===== src/rtl/exec_core_pkg.sv =====
// constants shared by the instruction execution core and its helpers
`default_nettype none
package exec_core_pkg;
	localparam int ADDR_W = 12;
	localparam int DATA_W = 32;
	localparam int FILE_DEPTH = 128;

	// register byte offsets on the bus
	localparam logic [11:0] OFF_COMMAND = 12'h000;
	localparam logic [11:0] OFF_STATUS = 12'h004;
	localparam logic [11:0] OFF_ACCUM = 12'h008;
	localparam logic [11:0] OFF_PC_HIGH_LATCH = 12'h00C;
	localparam logic [11:0] OFF_PROGRAM_COUNTER = 12'h010;
	localparam logic [11:0] OFF_STACK_TOP = 12'h014;
	localparam logic [11:0] OFF_WATCHDOG = 12'h018;
	// file registers: base plus four times the 7-bit file address
	localparam logic [11:0] OFF_FILE_BASE = 12'h200;

	// command word fields
	localparam int CMD_OP_LSB = 0;
	localparam int CMD_OP_W = 3;
	localparam int CMD_DEST_BIT = 3;
	localparam int CMD_FILE_LSB = 4;
	localparam int CMD_FILE_W = 7;

	// status word fields
	localparam int ST_ZERO_BIT = 0;
	localparam int ST_TIMEOUT_N_BIT = 1;
	localparam int ST_POWERDOWN_N_BIT = 2;
	localparam int ST_BUSY_BIT = 3;

	// watchdog word fields
	localparam int WD_COUNT_LSB = 0;
	localparam int WD_PRESCALE_LSB = 8;

	// reset values
	localparam logic RST_ZERO = 1'b0;
	localparam logic RST_TIMEOUT_N = 1'b1;
	localparam logic RST_POWERDOWN_N = 1'b1;
	localparam logic [7:0] RST_ACCUM = 8'h00;
	localparam logic [6:0] RST_PC_HIGH_LATCH = 7'h00;
	localparam logic [14:0] RST_PROGRAM_COUNTER = 15'h0000;
	localparam logic [14:0] RST_STACK_TOP = 15'h0000;
	localparam logic [7:0] RST_WATCHDOG = 8'h00;

	localparam logic [1:0] RESP_OKAY = 2'b00;
	localparam logic [1:0] RESP_SLVERR = 2'b10;

	typedef enum logic [2:0] {
		OP_NOP = 3'h0,
		OP_CALL_VIA_ACCUMULATOR = 3'h1,
		OP_CLEAR_FILE_REGISTER = 3'h2,
		OP_CLEAR_ACCUMULATOR = 3'h3,
		OP_RESTART_WATCHDOG = 3'h4,
		OP_COMPLEMENT_REGISTER = 3'h5,
		OP_DECREMENT_REGISTER = 3'h6
	} opcode_e;

	typedef enum logic [2:0] {
		ST_IDLE = 3'b001,
		ST_EXEC = 3'b010,
		ST_CALL_LOAD = 3'b100
	} core_state_e;
endpackage : exec_core_pkg
`default_nettype wire


===== src/rtl/file_op_if.sv =====
// carrier between the core and its complement / decrement unit
`default_nettype none
interface file_op_if;
	logic [7:0] operand;
	logic decrement;
	logic [7:0] result;
	logic zero;
	modport core (output operand, output decrement, input result,
		input zero);
	modport unit (input operand, input decrement, output result,
		output zero);
endinterface : file_op_if
`default_nettype wire


===== src/rtl/file_op_unit.sv =====
// complement or decrement of one file register value with zero detect
`default_nettype none
module file_op_unit (
	file_op_if.unit op
);
	always_comb begin
		if (op.decrement) begin
			op.result = op.operand - 8'h01;
		end else begin
			op.result = ~op.operand;
		end
		op.zero = (op.result == 8'h00);
	end
endmodule : file_op_unit
`default_nettype wire


===== src/rtl/exec_core.sv =====
// instruction execution core with an axi4-lite register slave
//
// Implementation choices: the AXI4-Lite register port and the register addresses.
`default_nettype none
module exec_core (
	input wire logic clock,
	input wire logic rst,
	input wire logic [exec_core_pkg::ADDR_W-1:0] s_axi_awaddr,
	input wire logic s_axi_awvalid,
	output logic s_axi_awready,
	input wire logic [exec_core_pkg::DATA_W-1:0] s_axi_wdata,
	input wire logic [3:0] s_axi_wstrb,
	input wire logic s_axi_wvalid,
	output logic s_axi_wready,
	output logic [1:0] s_axi_bresp,
	output logic s_axi_bvalid,
	input wire logic s_axi_bready,
	input wire logic [exec_core_pkg::ADDR_W-1:0] s_axi_araddr,
	input wire logic s_axi_arvalid,
	output logic s_axi_arready,
	output logic [exec_core_pkg::DATA_W-1:0] s_axi_rdata,
	output logic [1:0] s_axi_rresp,
	output logic s_axi_rvalid,
	input wire logic s_axi_rready
);
	import exec_core_pkg::*;

	////////////////////////////////////////////////////////////////////
	// state
	core_state_e state, next_state;
	logic [2:0] ins_op, next_ins_op;
	logic ins_dest, next_ins_dest;
	logic [6:0] ins_file, next_ins_file;
	logic [7:0] accum, next_accum;
	logic [6:0] program_counter_high_latch, next_program_counter_high_latch;
	logic [14:0] program_counter, next_program_counter;
	logic [14:0] return_stack_top, next_return_stack_top;
	logic [7:0] watchdog_counter, next_watchdog_counter;
	logic [7:0] watchdog_prescaler, next_watchdog_prescaler;
	logic zero_flag, next_zero_flag;
	logic timeout_status_flag, next_timeout_status_flag;
	logic powerdown_status_flag, next_powerdown_status_flag;

	logic aw_held, next_aw_held;
	logic [ADDR_W-1:0] aw_addr, next_aw_addr;
	logic w_held, next_w_held;
	logic [DATA_W-1:0] w_data, next_w_data;
	logic [3:0] w_strb, next_w_strb;
	logic bvalid, next_bvalid;
	logic [1:0] bresp, next_bresp;
	logic rvalid, next_rvalid;
	logic [DATA_W-1:0] rdata, next_rdata;
	logic [1:0] rresp, next_rresp;

	logic [7:0] file_mem [FILE_DEPTH];
	logic mem_we;
	logic [6:0] mem_addr;
	logic [7:0] mem_wdata;

	logic do_write;
	logic [DATA_W-1:0] wr_word;
	logic [DATA_W-1:0] rd_word;
	logic rd_ok;
	logic [31:0] status_word;

	file_op_if alu ();

	file_op_unit u_file_op (
		.op(alu.unit)
	);

	////////////////////////////////////////////////////////////////////
	// bus helpers

	// narrow registers only see the lanes that were strobed
	function automatic logic [31:0] strobe_merge(
		input logic [31:0] old_word,
		input logic [31:0] new_word,
		input logic [3:0] strb
	);
		logic [31:0] merged;
		merged = old_word;
		for (int i = 0; i < 4; i++) begin
			if (strb[i]) begin
				merged[i*8 +: 8] = new_word[i*8 +: 8];
			end
		end
		return merged;
	endfunction : strobe_merge

	function automatic logic is_file_addr(input logic [ADDR_W-1:0] a);
		return (a[ADDR_W-1:9] == OFF_FILE_BASE[ADDR_W-1:9]);
	endfunction : is_file_addr

	assign status_word = {28'h0000000, (state != ST_IDLE),
		powerdown_status_flag, timeout_status_flag, zero_flag};

	assign s_axi_awready = !aw_held;
	assign s_axi_wready = !w_held;
	assign s_axi_arready = !rvalid;
	assign s_axi_bvalid = bvalid;
	assign s_axi_bresp = bresp;
	assign s_axi_rvalid = rvalid;
	assign s_axi_rdata = rdata;
	assign s_axi_rresp = rresp;

	// read decode, looked up at the address handshake
	always_comb begin
		rd_word = 32'h00000000;
		rd_ok = 1'b1;
		if (is_file_addr(s_axi_araddr)) begin
			rd_word = {24'h000000, file_mem[s_axi_araddr[8:2]]};
		end else begin
			case (s_axi_araddr)
				OFF_COMMAND: rd_word = {21'h000000, ins_file, ins_dest,
					ins_op};
				OFF_STATUS: rd_word = status_word;
				OFF_ACCUM: rd_word = {24'h000000, accum};
				OFF_PC_HIGH_LATCH: rd_word = {25'h0000000,
					program_counter_high_latch};
				OFF_PROGRAM_COUNTER: rd_word = {17'h00000, program_counter};
				OFF_STACK_TOP: rd_word = {17'h00000, return_stack_top};
				OFF_WATCHDOG: rd_word = {16'h0000, watchdog_prescaler,
					watchdog_counter};
				default: rd_ok = 1'b0;
			endcase
		end
	end

	////////////////////////////////////////////////////////////////////
	// next-state logic

	// bus writes wait while an instruction runs, so the core never
	// races software for the accumulator, flags or file registers
	assign do_write = aw_held && w_held && !bvalid && (state == ST_IDLE);

	always_comb begin
		next_state = state;
		next_ins_op = ins_op;
		next_ins_dest = ins_dest;
		next_ins_file = ins_file;
		next_accum = accum;
		next_program_counter_high_latch = program_counter_high_latch;
		next_program_counter = program_counter;
		next_return_stack_top = return_stack_top;
		next_zero_flag = zero_flag;
		next_timeout_status_flag = timeout_status_flag;
		next_powerdown_status_flag = powerdown_status_flag;
		next_aw_held = aw_held;
		next_aw_addr = aw_addr;
		next_w_held = w_held;
		next_w_data = w_data;
		next_w_strb = w_strb;
		next_bvalid = bvalid;
		next_bresp = bresp;
		next_rvalid = rvalid;
		next_rdata = rdata;
		next_rresp = rresp;
		mem_we = 1'b0;
		mem_addr = ins_file;
		mem_wdata = 8'h00;
		wr_word = 32'h00000000;
		alu.operand = file_mem[ins_file];
		alu.decrement = (ins_op == OP_DECREMENT_REGISTER);

		// free-running watchdog stand-in; the restart below overrides it
		next_watchdog_prescaler = watchdog_prescaler + 8'h01;
		next_watchdog_counter = watchdog_counter;
		if (watchdog_prescaler == 8'hFF) begin
			next_watchdog_counter = watchdog_counter + 8'h01;
		end

		// write address and data are taken independently
		if (s_axi_awvalid && !aw_held) begin
			next_aw_held = 1'b1;
			next_aw_addr = s_axi_awaddr;
		end
		if (s_axi_wvalid && !w_held) begin
			next_w_held = 1'b1;
			next_w_data = s_axi_wdata;
			next_w_strb = s_axi_wstrb;
		end
		if (bvalid && s_axi_bready) begin
			next_bvalid = 1'b0;
		end
		if (rvalid && s_axi_rready) begin
			next_rvalid = 1'b0;
		end
		if (s_axi_arvalid && !rvalid) begin
			next_rvalid = 1'b1;
			next_rdata = rd_word;
			next_rresp = rd_ok ? RESP_OKAY : RESP_SLVERR;
		end

		case (state)
			ST_IDLE: begin
				if (do_write) begin
					next_aw_held = 1'b0;
					next_w_held = 1'b0;
					next_bvalid = 1'b1;
					next_bresp = RESP_OKAY;
					if (is_file_addr(aw_addr)) begin
						wr_word = strobe_merge({24'h000000,
							file_mem[aw_addr[8:2]]}, w_data, w_strb);
						mem_we = 1'b1;
						mem_addr = aw_addr[8:2];
						mem_wdata = wr_word[7:0];
					end else begin
						case (aw_addr)
							OFF_COMMAND: begin
								wr_word = strobe_merge({21'h000000,
									ins_file, ins_dest, ins_op}, w_data,
									w_strb);
								next_ins_op = wr_word[CMD_OP_LSB +: CMD_OP_W];
								next_ins_dest = wr_word[CMD_DEST_BIT];
								next_ins_file =
									wr_word[CMD_FILE_LSB +: CMD_FILE_W];
								next_state = ST_EXEC;
							end
							OFF_STATUS: begin
								wr_word = strobe_merge(status_word, w_data,
									w_strb);
								next_zero_flag = wr_word[ST_ZERO_BIT];
								next_timeout_status_flag =
									wr_word[ST_TIMEOUT_N_BIT];
								next_powerdown_status_flag =
									wr_word[ST_POWERDOWN_N_BIT];
							end
							OFF_ACCUM: begin
								wr_word = strobe_merge({24'h000000, accum},
									w_data, w_strb);
								next_accum = wr_word[7:0];
							end
							OFF_PC_HIGH_LATCH: begin
								wr_word = strobe_merge({25'h0000000,
									program_counter_high_latch}, w_data,
									w_strb);
								next_program_counter_high_latch =
									wr_word[6:0];
							end
							OFF_PROGRAM_COUNTER: begin
								wr_word = strobe_merge({17'h00000,
									program_counter}, w_data, w_strb);
								next_program_counter = wr_word[14:0];
							end
							OFF_STACK_TOP, OFF_WATCHDOG: begin
								next_bresp = RESP_OKAY;
							end
							default: next_bresp = RESP_SLVERR;
						endcase
					end
				end
			end
			ST_EXEC: begin
				next_state = ST_IDLE;
				next_program_counter = program_counter + 15'h0001;
				case (ins_op)
					OP_CALL_VIA_ACCUMULATOR: begin
						next_return_stack_top =
							program_counter + 15'h0001;
						next_state = ST_CALL_LOAD;
					end
					OP_CLEAR_FILE_REGISTER: begin
						mem_we = 1'b1;
						mem_wdata = 8'h00;
						next_zero_flag = 1'b1;
					end
					OP_CLEAR_ACCUMULATOR: begin
						next_accum = 8'h00;
						next_zero_flag = 1'b1;
					end
					OP_RESTART_WATCHDOG: begin
						next_watchdog_counter = RST_WATCHDOG;
						next_watchdog_prescaler = RST_WATCHDOG;
						next_timeout_status_flag = 1'b1;
						next_powerdown_status_flag = 1'b1;
					end
					OP_COMPLEMENT_REGISTER, OP_DECREMENT_REGISTER: begin
						if (ins_dest) begin
							mem_we = 1'b1;
							mem_wdata = alu.result;
						end else begin
							next_accum = alu.result;
						end
						next_zero_flag = alu.zero;
					end
					default: begin
						next_state = ST_IDLE;
					end
				endcase
			end
			ST_CALL_LOAD: begin
				// second cycle of the call; no flag is written here
				next_program_counter = {program_counter_high_latch,
					accum};
				next_state = ST_IDLE;
			end
			default: begin
				next_state = ST_IDLE;
			end
		endcase
	end

	////////////////////////////////////////////////////////////////////
	// registers

	always_ff @(posedge clock) begin
		if (mem_we) begin
			file_mem[mem_addr] <= mem_wdata;
		end
	end

	always_ff @(posedge clock) begin
		if (rst) begin
			state <= ST_IDLE;
			ins_op <= OP_NOP;
			ins_dest <= 1'b0;
			ins_file <= 7'h00;
			accum <= RST_ACCUM;
			program_counter_high_latch <= RST_PC_HIGH_LATCH;
			program_counter <= RST_PROGRAM_COUNTER;
			return_stack_top <= RST_STACK_TOP;
			watchdog_counter <= RST_WATCHDOG;
			watchdog_prescaler <= RST_WATCHDOG;
			zero_flag <= RST_ZERO;
			timeout_status_flag <= RST_TIMEOUT_N;
			powerdown_status_flag <= RST_POWERDOWN_N;
			aw_held <= 1'b0;
			aw_addr <= 12'h000;
			w_held <= 1'b0;
			w_data <= 32'h00000000;
			w_strb <= 4'h0;
			bvalid <= 1'b0;
			bresp <= RESP_OKAY;
			rvalid <= 1'b0;
			rdata <= 32'h00000000;
			rresp <= RESP_OKAY;
		end else begin
			state <= next_state;
			ins_op <= next_ins_op;
			ins_dest <= next_ins_dest;
			ins_file <= next_ins_file;
			accum <= next_accum;
			program_counter_high_latch <= next_program_counter_high_latch;
			program_counter <= next_program_counter;
			return_stack_top <= next_return_stack_top;
			watchdog_counter <= next_watchdog_counter;
			watchdog_prescaler <= next_watchdog_prescaler;
			zero_flag <= next_zero_flag;
			timeout_status_flag <= next_timeout_status_flag;
			powerdown_status_flag <= next_powerdown_status_flag;
			aw_held <= next_aw_held;
			aw_addr <= next_aw_addr;
			w_held <= next_w_held;
			w_data <= next_w_data;
			w_strb <= next_w_strb;
			bvalid <= next_bvalid;
			bresp <= next_bresp;
			rvalid <= next_rvalid;
			rdata <= next_rdata;
			rresp <= next_rresp;
		end
	end
endmodule : exec_core
`default_nettype wire


===== config.mk =====
export PLATFORM = sky130hd
export DESIGN_NAME = exec_core
export DESIGN_NICKNAME = d
export VERILOG_FILES = /design/src/rtl/exec_core_pkg.sv /design/src/rtl/file_op_if.sv /design/src/rtl/file_op_unit.sv /design/src/rtl/exec_core.sv
export SDC_FILE = /design/constraint.sdc
export NUM_CORES = 2
export LEC_CHECK = 0
export BUFFER_PORTS_ARGS = -buffer_cell sky130_fd_sc_hd__buf_2
export CORE_UTILIZATION = 55
export CTS_CLUSTER_SIZE = 14
export DETAILED_ROUTE_END_ITERATION = 8
export PLACE_DENSITY_LB_ADDON = 0.12
export SLEW_MARGIN = 20
export SYNTH_ARGS = -nofsm -noshare
export SYNTH_HDL_FRONTEND = slang
export SYNTH_SLANG_ARGS = --single-unit

===== constraint.sdc =====
create_clock -name clock -period 7.74 [get_ports clock]
set_input_delay 0.387 -clock clock [delete_from_list [all_inputs] [get_ports clock]]
set_output_delay 0.387 -clock clock [all_outputs]
set_load 0.02 [all_outputs]

==> out/results.txt <==
The number of vias per cell works out to 7.64. The clock tree root driver cell was clkbuf_16. By area the synthesized netlist is led by edfxtp_1 49%, mux4_2 31%, dfxtp_1 4.3%. The final critical path takes up 76.7% of the cycle. The cell area after placement was 64900 um^2; the number of cells in the finished layout apart from fillers was 5324. Counting tap cells, the placed design contains a total of 5039 instances. For this design, the sink count on the clock tree is 1160.

The share of the synthesized netlist area taken by xor and xnor gates works out to 0.461%. For this configuration, the core starts out at a cell density of 55.6%. The footprint of the multi-input gates is 28000 um^2. Setup violations remaining at the end of the flow were counted as 0. The tools report the maximum clock path buffer count as 3.

Registers take 33500 um^2. The worst path in the final design needs a cycle of 5.93 ns, including I/O delays and setup. In this run the tightest slew margin relative to its limit is 9.08%.

Summed over all cells, the static leakage comes to 18.1 nW. The via count of the first global-routing pass came out at 40393. Summing the areas of all fa, ha and maj instances in the mapped netlist gives 0.0798% of the synthesized area.

After technology mapping, the gate count stands at 3673. The sum of net half-perimeters after detailed placement was 134000 um; the share of post-route cells with drive strength above 1 was 36.3%. The post-CTS clock slew at the launch and capture registers of the worst setup and hold paths is 0.06 ns, and the total die area is 115000 um^2. The tool flagged a number of max-cap violations equal to 0. Count of endpoints failing hold in the final timing report: 0. Clock latency reported for the late side of the worst-skew pair: 0.78 ns.

The region available for standard cell placement spans 113000 um^2. Summed over all instances, the cell type with the most area after synthesis is edfxtp_1. The H-tree level count was 4. Power comes to 13.9 mW. The maximum net fanout on the critical path was 48; the number of synthesized register bits was 1160.

Port buffering added 70 buffers. TritonCTS created 131 clock buffers. Fill cells in the final layout number 7959. The number of antenna violations at the first check in global routing was 17; the post-layout utilization of the core was 61.8%.

With fillers left out, the area of the finished cells amounts to 69700 um^2. For the final routed database, the setup TNS stands at 0 ns. The run gives 36.7% as the global router's overall resource usage. Kind of end point of the critical path: a flop.

The min-delay analysis places its worst path in the category input port to flop. The data required time of the worst path was 8.30 ns; the final max-slew violation count was 0. Of the total synthesized cell area, the portion taken by AND, OR, NAND and NOR gates is 4.70%. The multiplexer area fraction after synthesis was 34.9%; the number of distinct library cells after synthesis was 74. The routed length per instance was 39.2 um; the number of placement rows was 123.

The critical path in this run is classified as flop to flop. STA classifies the critical path startpoint as a flop. The tools report the worst ir drop on vdd as 0.209 mV.

The most frequently used flop master after synthesis is edfxtp_1. Across all layers, the routed design uses 40671 vias. The share of flip-flops with an asynchronous set or reset came out at 0%.

Entering global routing, the biggest net connects 129 pins. Setup repair after global routing left no endpoint under its margin. The setup clock skew after layout came out at 0.0432 ns. The first-pass GRT wire length came out at 297000 um. The run finished, with violations left.

Setup slack on the critical path of the routed design comes to 1.81 ns. For this run, the top clock speed supported by timing is 168 MHz. Leaving out fill and tap cells, the most frequent cell in the layout is edfxtp_1. The synthesized netlist devotes 3.94% of its cell area to compound gates. Each instance of the synthesized netlist takes up on average 17.1 um^2.

The boundary pin count was 108. The logs give 0 for the number of nets still failing antenna checks after routing and 53.4% for the register area share after synthesis. The top cell types in the final layout, fill and taps aside, are 1024 x edfxtp_1, 863 x mux4_2, 255 x nor2_1. For the aggregate global routing overflow, the log shows 0. Power spread over the standard cell area amounts to 200 nW/um^2.

In this run the vertical extent of the chip is 340 um. The run gives 1 as the remaining design rule violation count. The signal arrival time at the worst endpoint is 6.49 ns. TritonCTS built the clock tree.

For the routed wire length, the log shows 209000 um. The first-pass iteration count of the detailed router came out at 9. Before CTS, the worst setup slack after placement is 2.12 ns. The transition time of the tightest slew-check pin was 1.36 ns. The final reports fail on DRC.

The area added between synthesis and finish came out at 11.2%. In this run the horizontal extent of the chip is 340 um. The logs give 0.0365 ns for the final hold slack and 62700 um^2 for the cell area after synthesis. The detailed router finished its first iteration with 6250 violations. At the end of routability-driven placement, the weighted congestion stood at 0.948. The dominant combinational cell family by area after synthesis was multiplexers.

The count of flip-flops with a built-in enable after synthesis is 1024, and the number of nets in the layout is 3778. Summed over its instances, the top area cell type makes up 49.0% of the synthesized netlist area. For this run, the number of Yosys warnings is 0.
where the power goes:
group | internal (mW) | switching [mW]
combinational | 0.334 | 0.429
sequential | 6.73 | 0.0552
clock | 3.75 | 2.63
timing repair:
action / CTS / global route
endpoints found under the hold margin: 40 / 0
resized for setup: 0 / 0
hold buffers: 34 / 0
buffers inserted: 0 / 0
final cells by class:
class	count	area share [%]
Sequential cell	1160	48.1
Timing Repair Buffer	235	2.76
Tap cell	1500	2.69
Antenna cell	10	0.0359
Inverter	9	0.0485
Clock inverter	75	1.10
Multi-Input combinational cell	2170	40.1
Clock buffer	165	5.18
path summary, 6_finish.rpt:
kind	to	slack, ns	startpoint	cells past startpoint
max	file_mem[117][7]	1.81	ins_file[1]	12
min	s_axi_rresp[1]	0.04	s_axi_araddr[9]	4
max reg2reg	file_mem[117][7]	1.81	ins_file[1]	12
min reg2reg	return_stack_top[1]	0.46	return_stack_top[1]	2
synth_stat cells, types with 6 or more instances:
| master | count |
|---|---|
| mux2i_1 | 219 |
| clkbuf_1 | 188 |
| a32oi_1 | 7 |
| buf_6 | 11 |
| nor3_1 | 15 |
| a31oi_1 | 23 |
| nor2_1 | 296 |
| buf_4 | 35 |
| nor3b_1 | 9 |
| mux4_2 | 863 |
| inv_1 | 7 |
| nand3_1 | 47 |
| buf_2 | 37 |
| nor2b_1 | 24 |
| buf_1 | 80 |
| xnor2_1 | 13 |
| o21ai_0 | 17 |
| nand3b_1 | 6 |
| dfxtp_1 | 136 |
| a22oi_1 | 79 |
| and3_1 | 12 |
| a211oi_1 | 38 |
| and2_1 | 6 |
| nand2_1 | 166 |
| nand4_1 | 13 |
| mux2_2 | 20 |
| o21ai_1 | 9 |
| edfxtp_1 | 1024 |
| or2_2 | 27 |
| a222oi_1 | 8 |
| a21oi_1 | 83 |
| nand2b_1 | 14 |
| xor2_1 | 20 |
| a221oi_1 | 28 |
| o2111ai_1 | 6 |
| o22ai_1 | 9 |
flip-flops by register name, indices dropped and copies added, names as in the netlist, 2 cells and up, named ones only:
| register | cells |
|---|---|
| watchdog_prescaler | 8 |
| state | 3 |
| accum | 8 |
| program_counter_high_latch | 7 |
| return_stack_top | 15 |
| ins_op | 3 |
| s_axi_rdata | 16 |
| program_counter | 15 |
| watchdog_counter | 8 |
| aw_addr | 12 |
| ins_file | 7 |
| w_data | 15 |
| file_mem | 1024 |
| w_strb | 2 |
worst max-delay path, stage by stage (launching register included):
cell and delay [ns]:
dfxtp_4 0.69, buf_4 0.53, buf_4 0.54, mux2i_1 0.28, a22oi_1 0.12, nand4_1 0.20, a31oi_1 0.27, o41ai_2 0.76
o221ai_1 0.36, o41ai_2 0.46, xor2_1 0.22, o22ai_4 0.81, buf_12 0.31
cell families after synthesis:
family                   count (synthesis)
buffers and inverters                  360
multiplexers                          1102
AND/OR/NAND/NOR                        661
other                                    1
AO/OA/AOI/OAI                          352
adder cells (fa/ha/maj)                  4
XOR/XNOR                                33
flip-flops                            1160
metal layers:
metal | vias to the layer above | track usage (%) | part of all wire (%)
li1 | 15626 | - | -
met1 | 21072 | 48.3 | 34
met2 | 3285 | 54.9 | 46
met3 | 674 | 12.3 | 14
met4 | 14 | 18.2 | 5.9
met5 | - | 0.735 | 0.11
(Power assumes the default switching activity.)
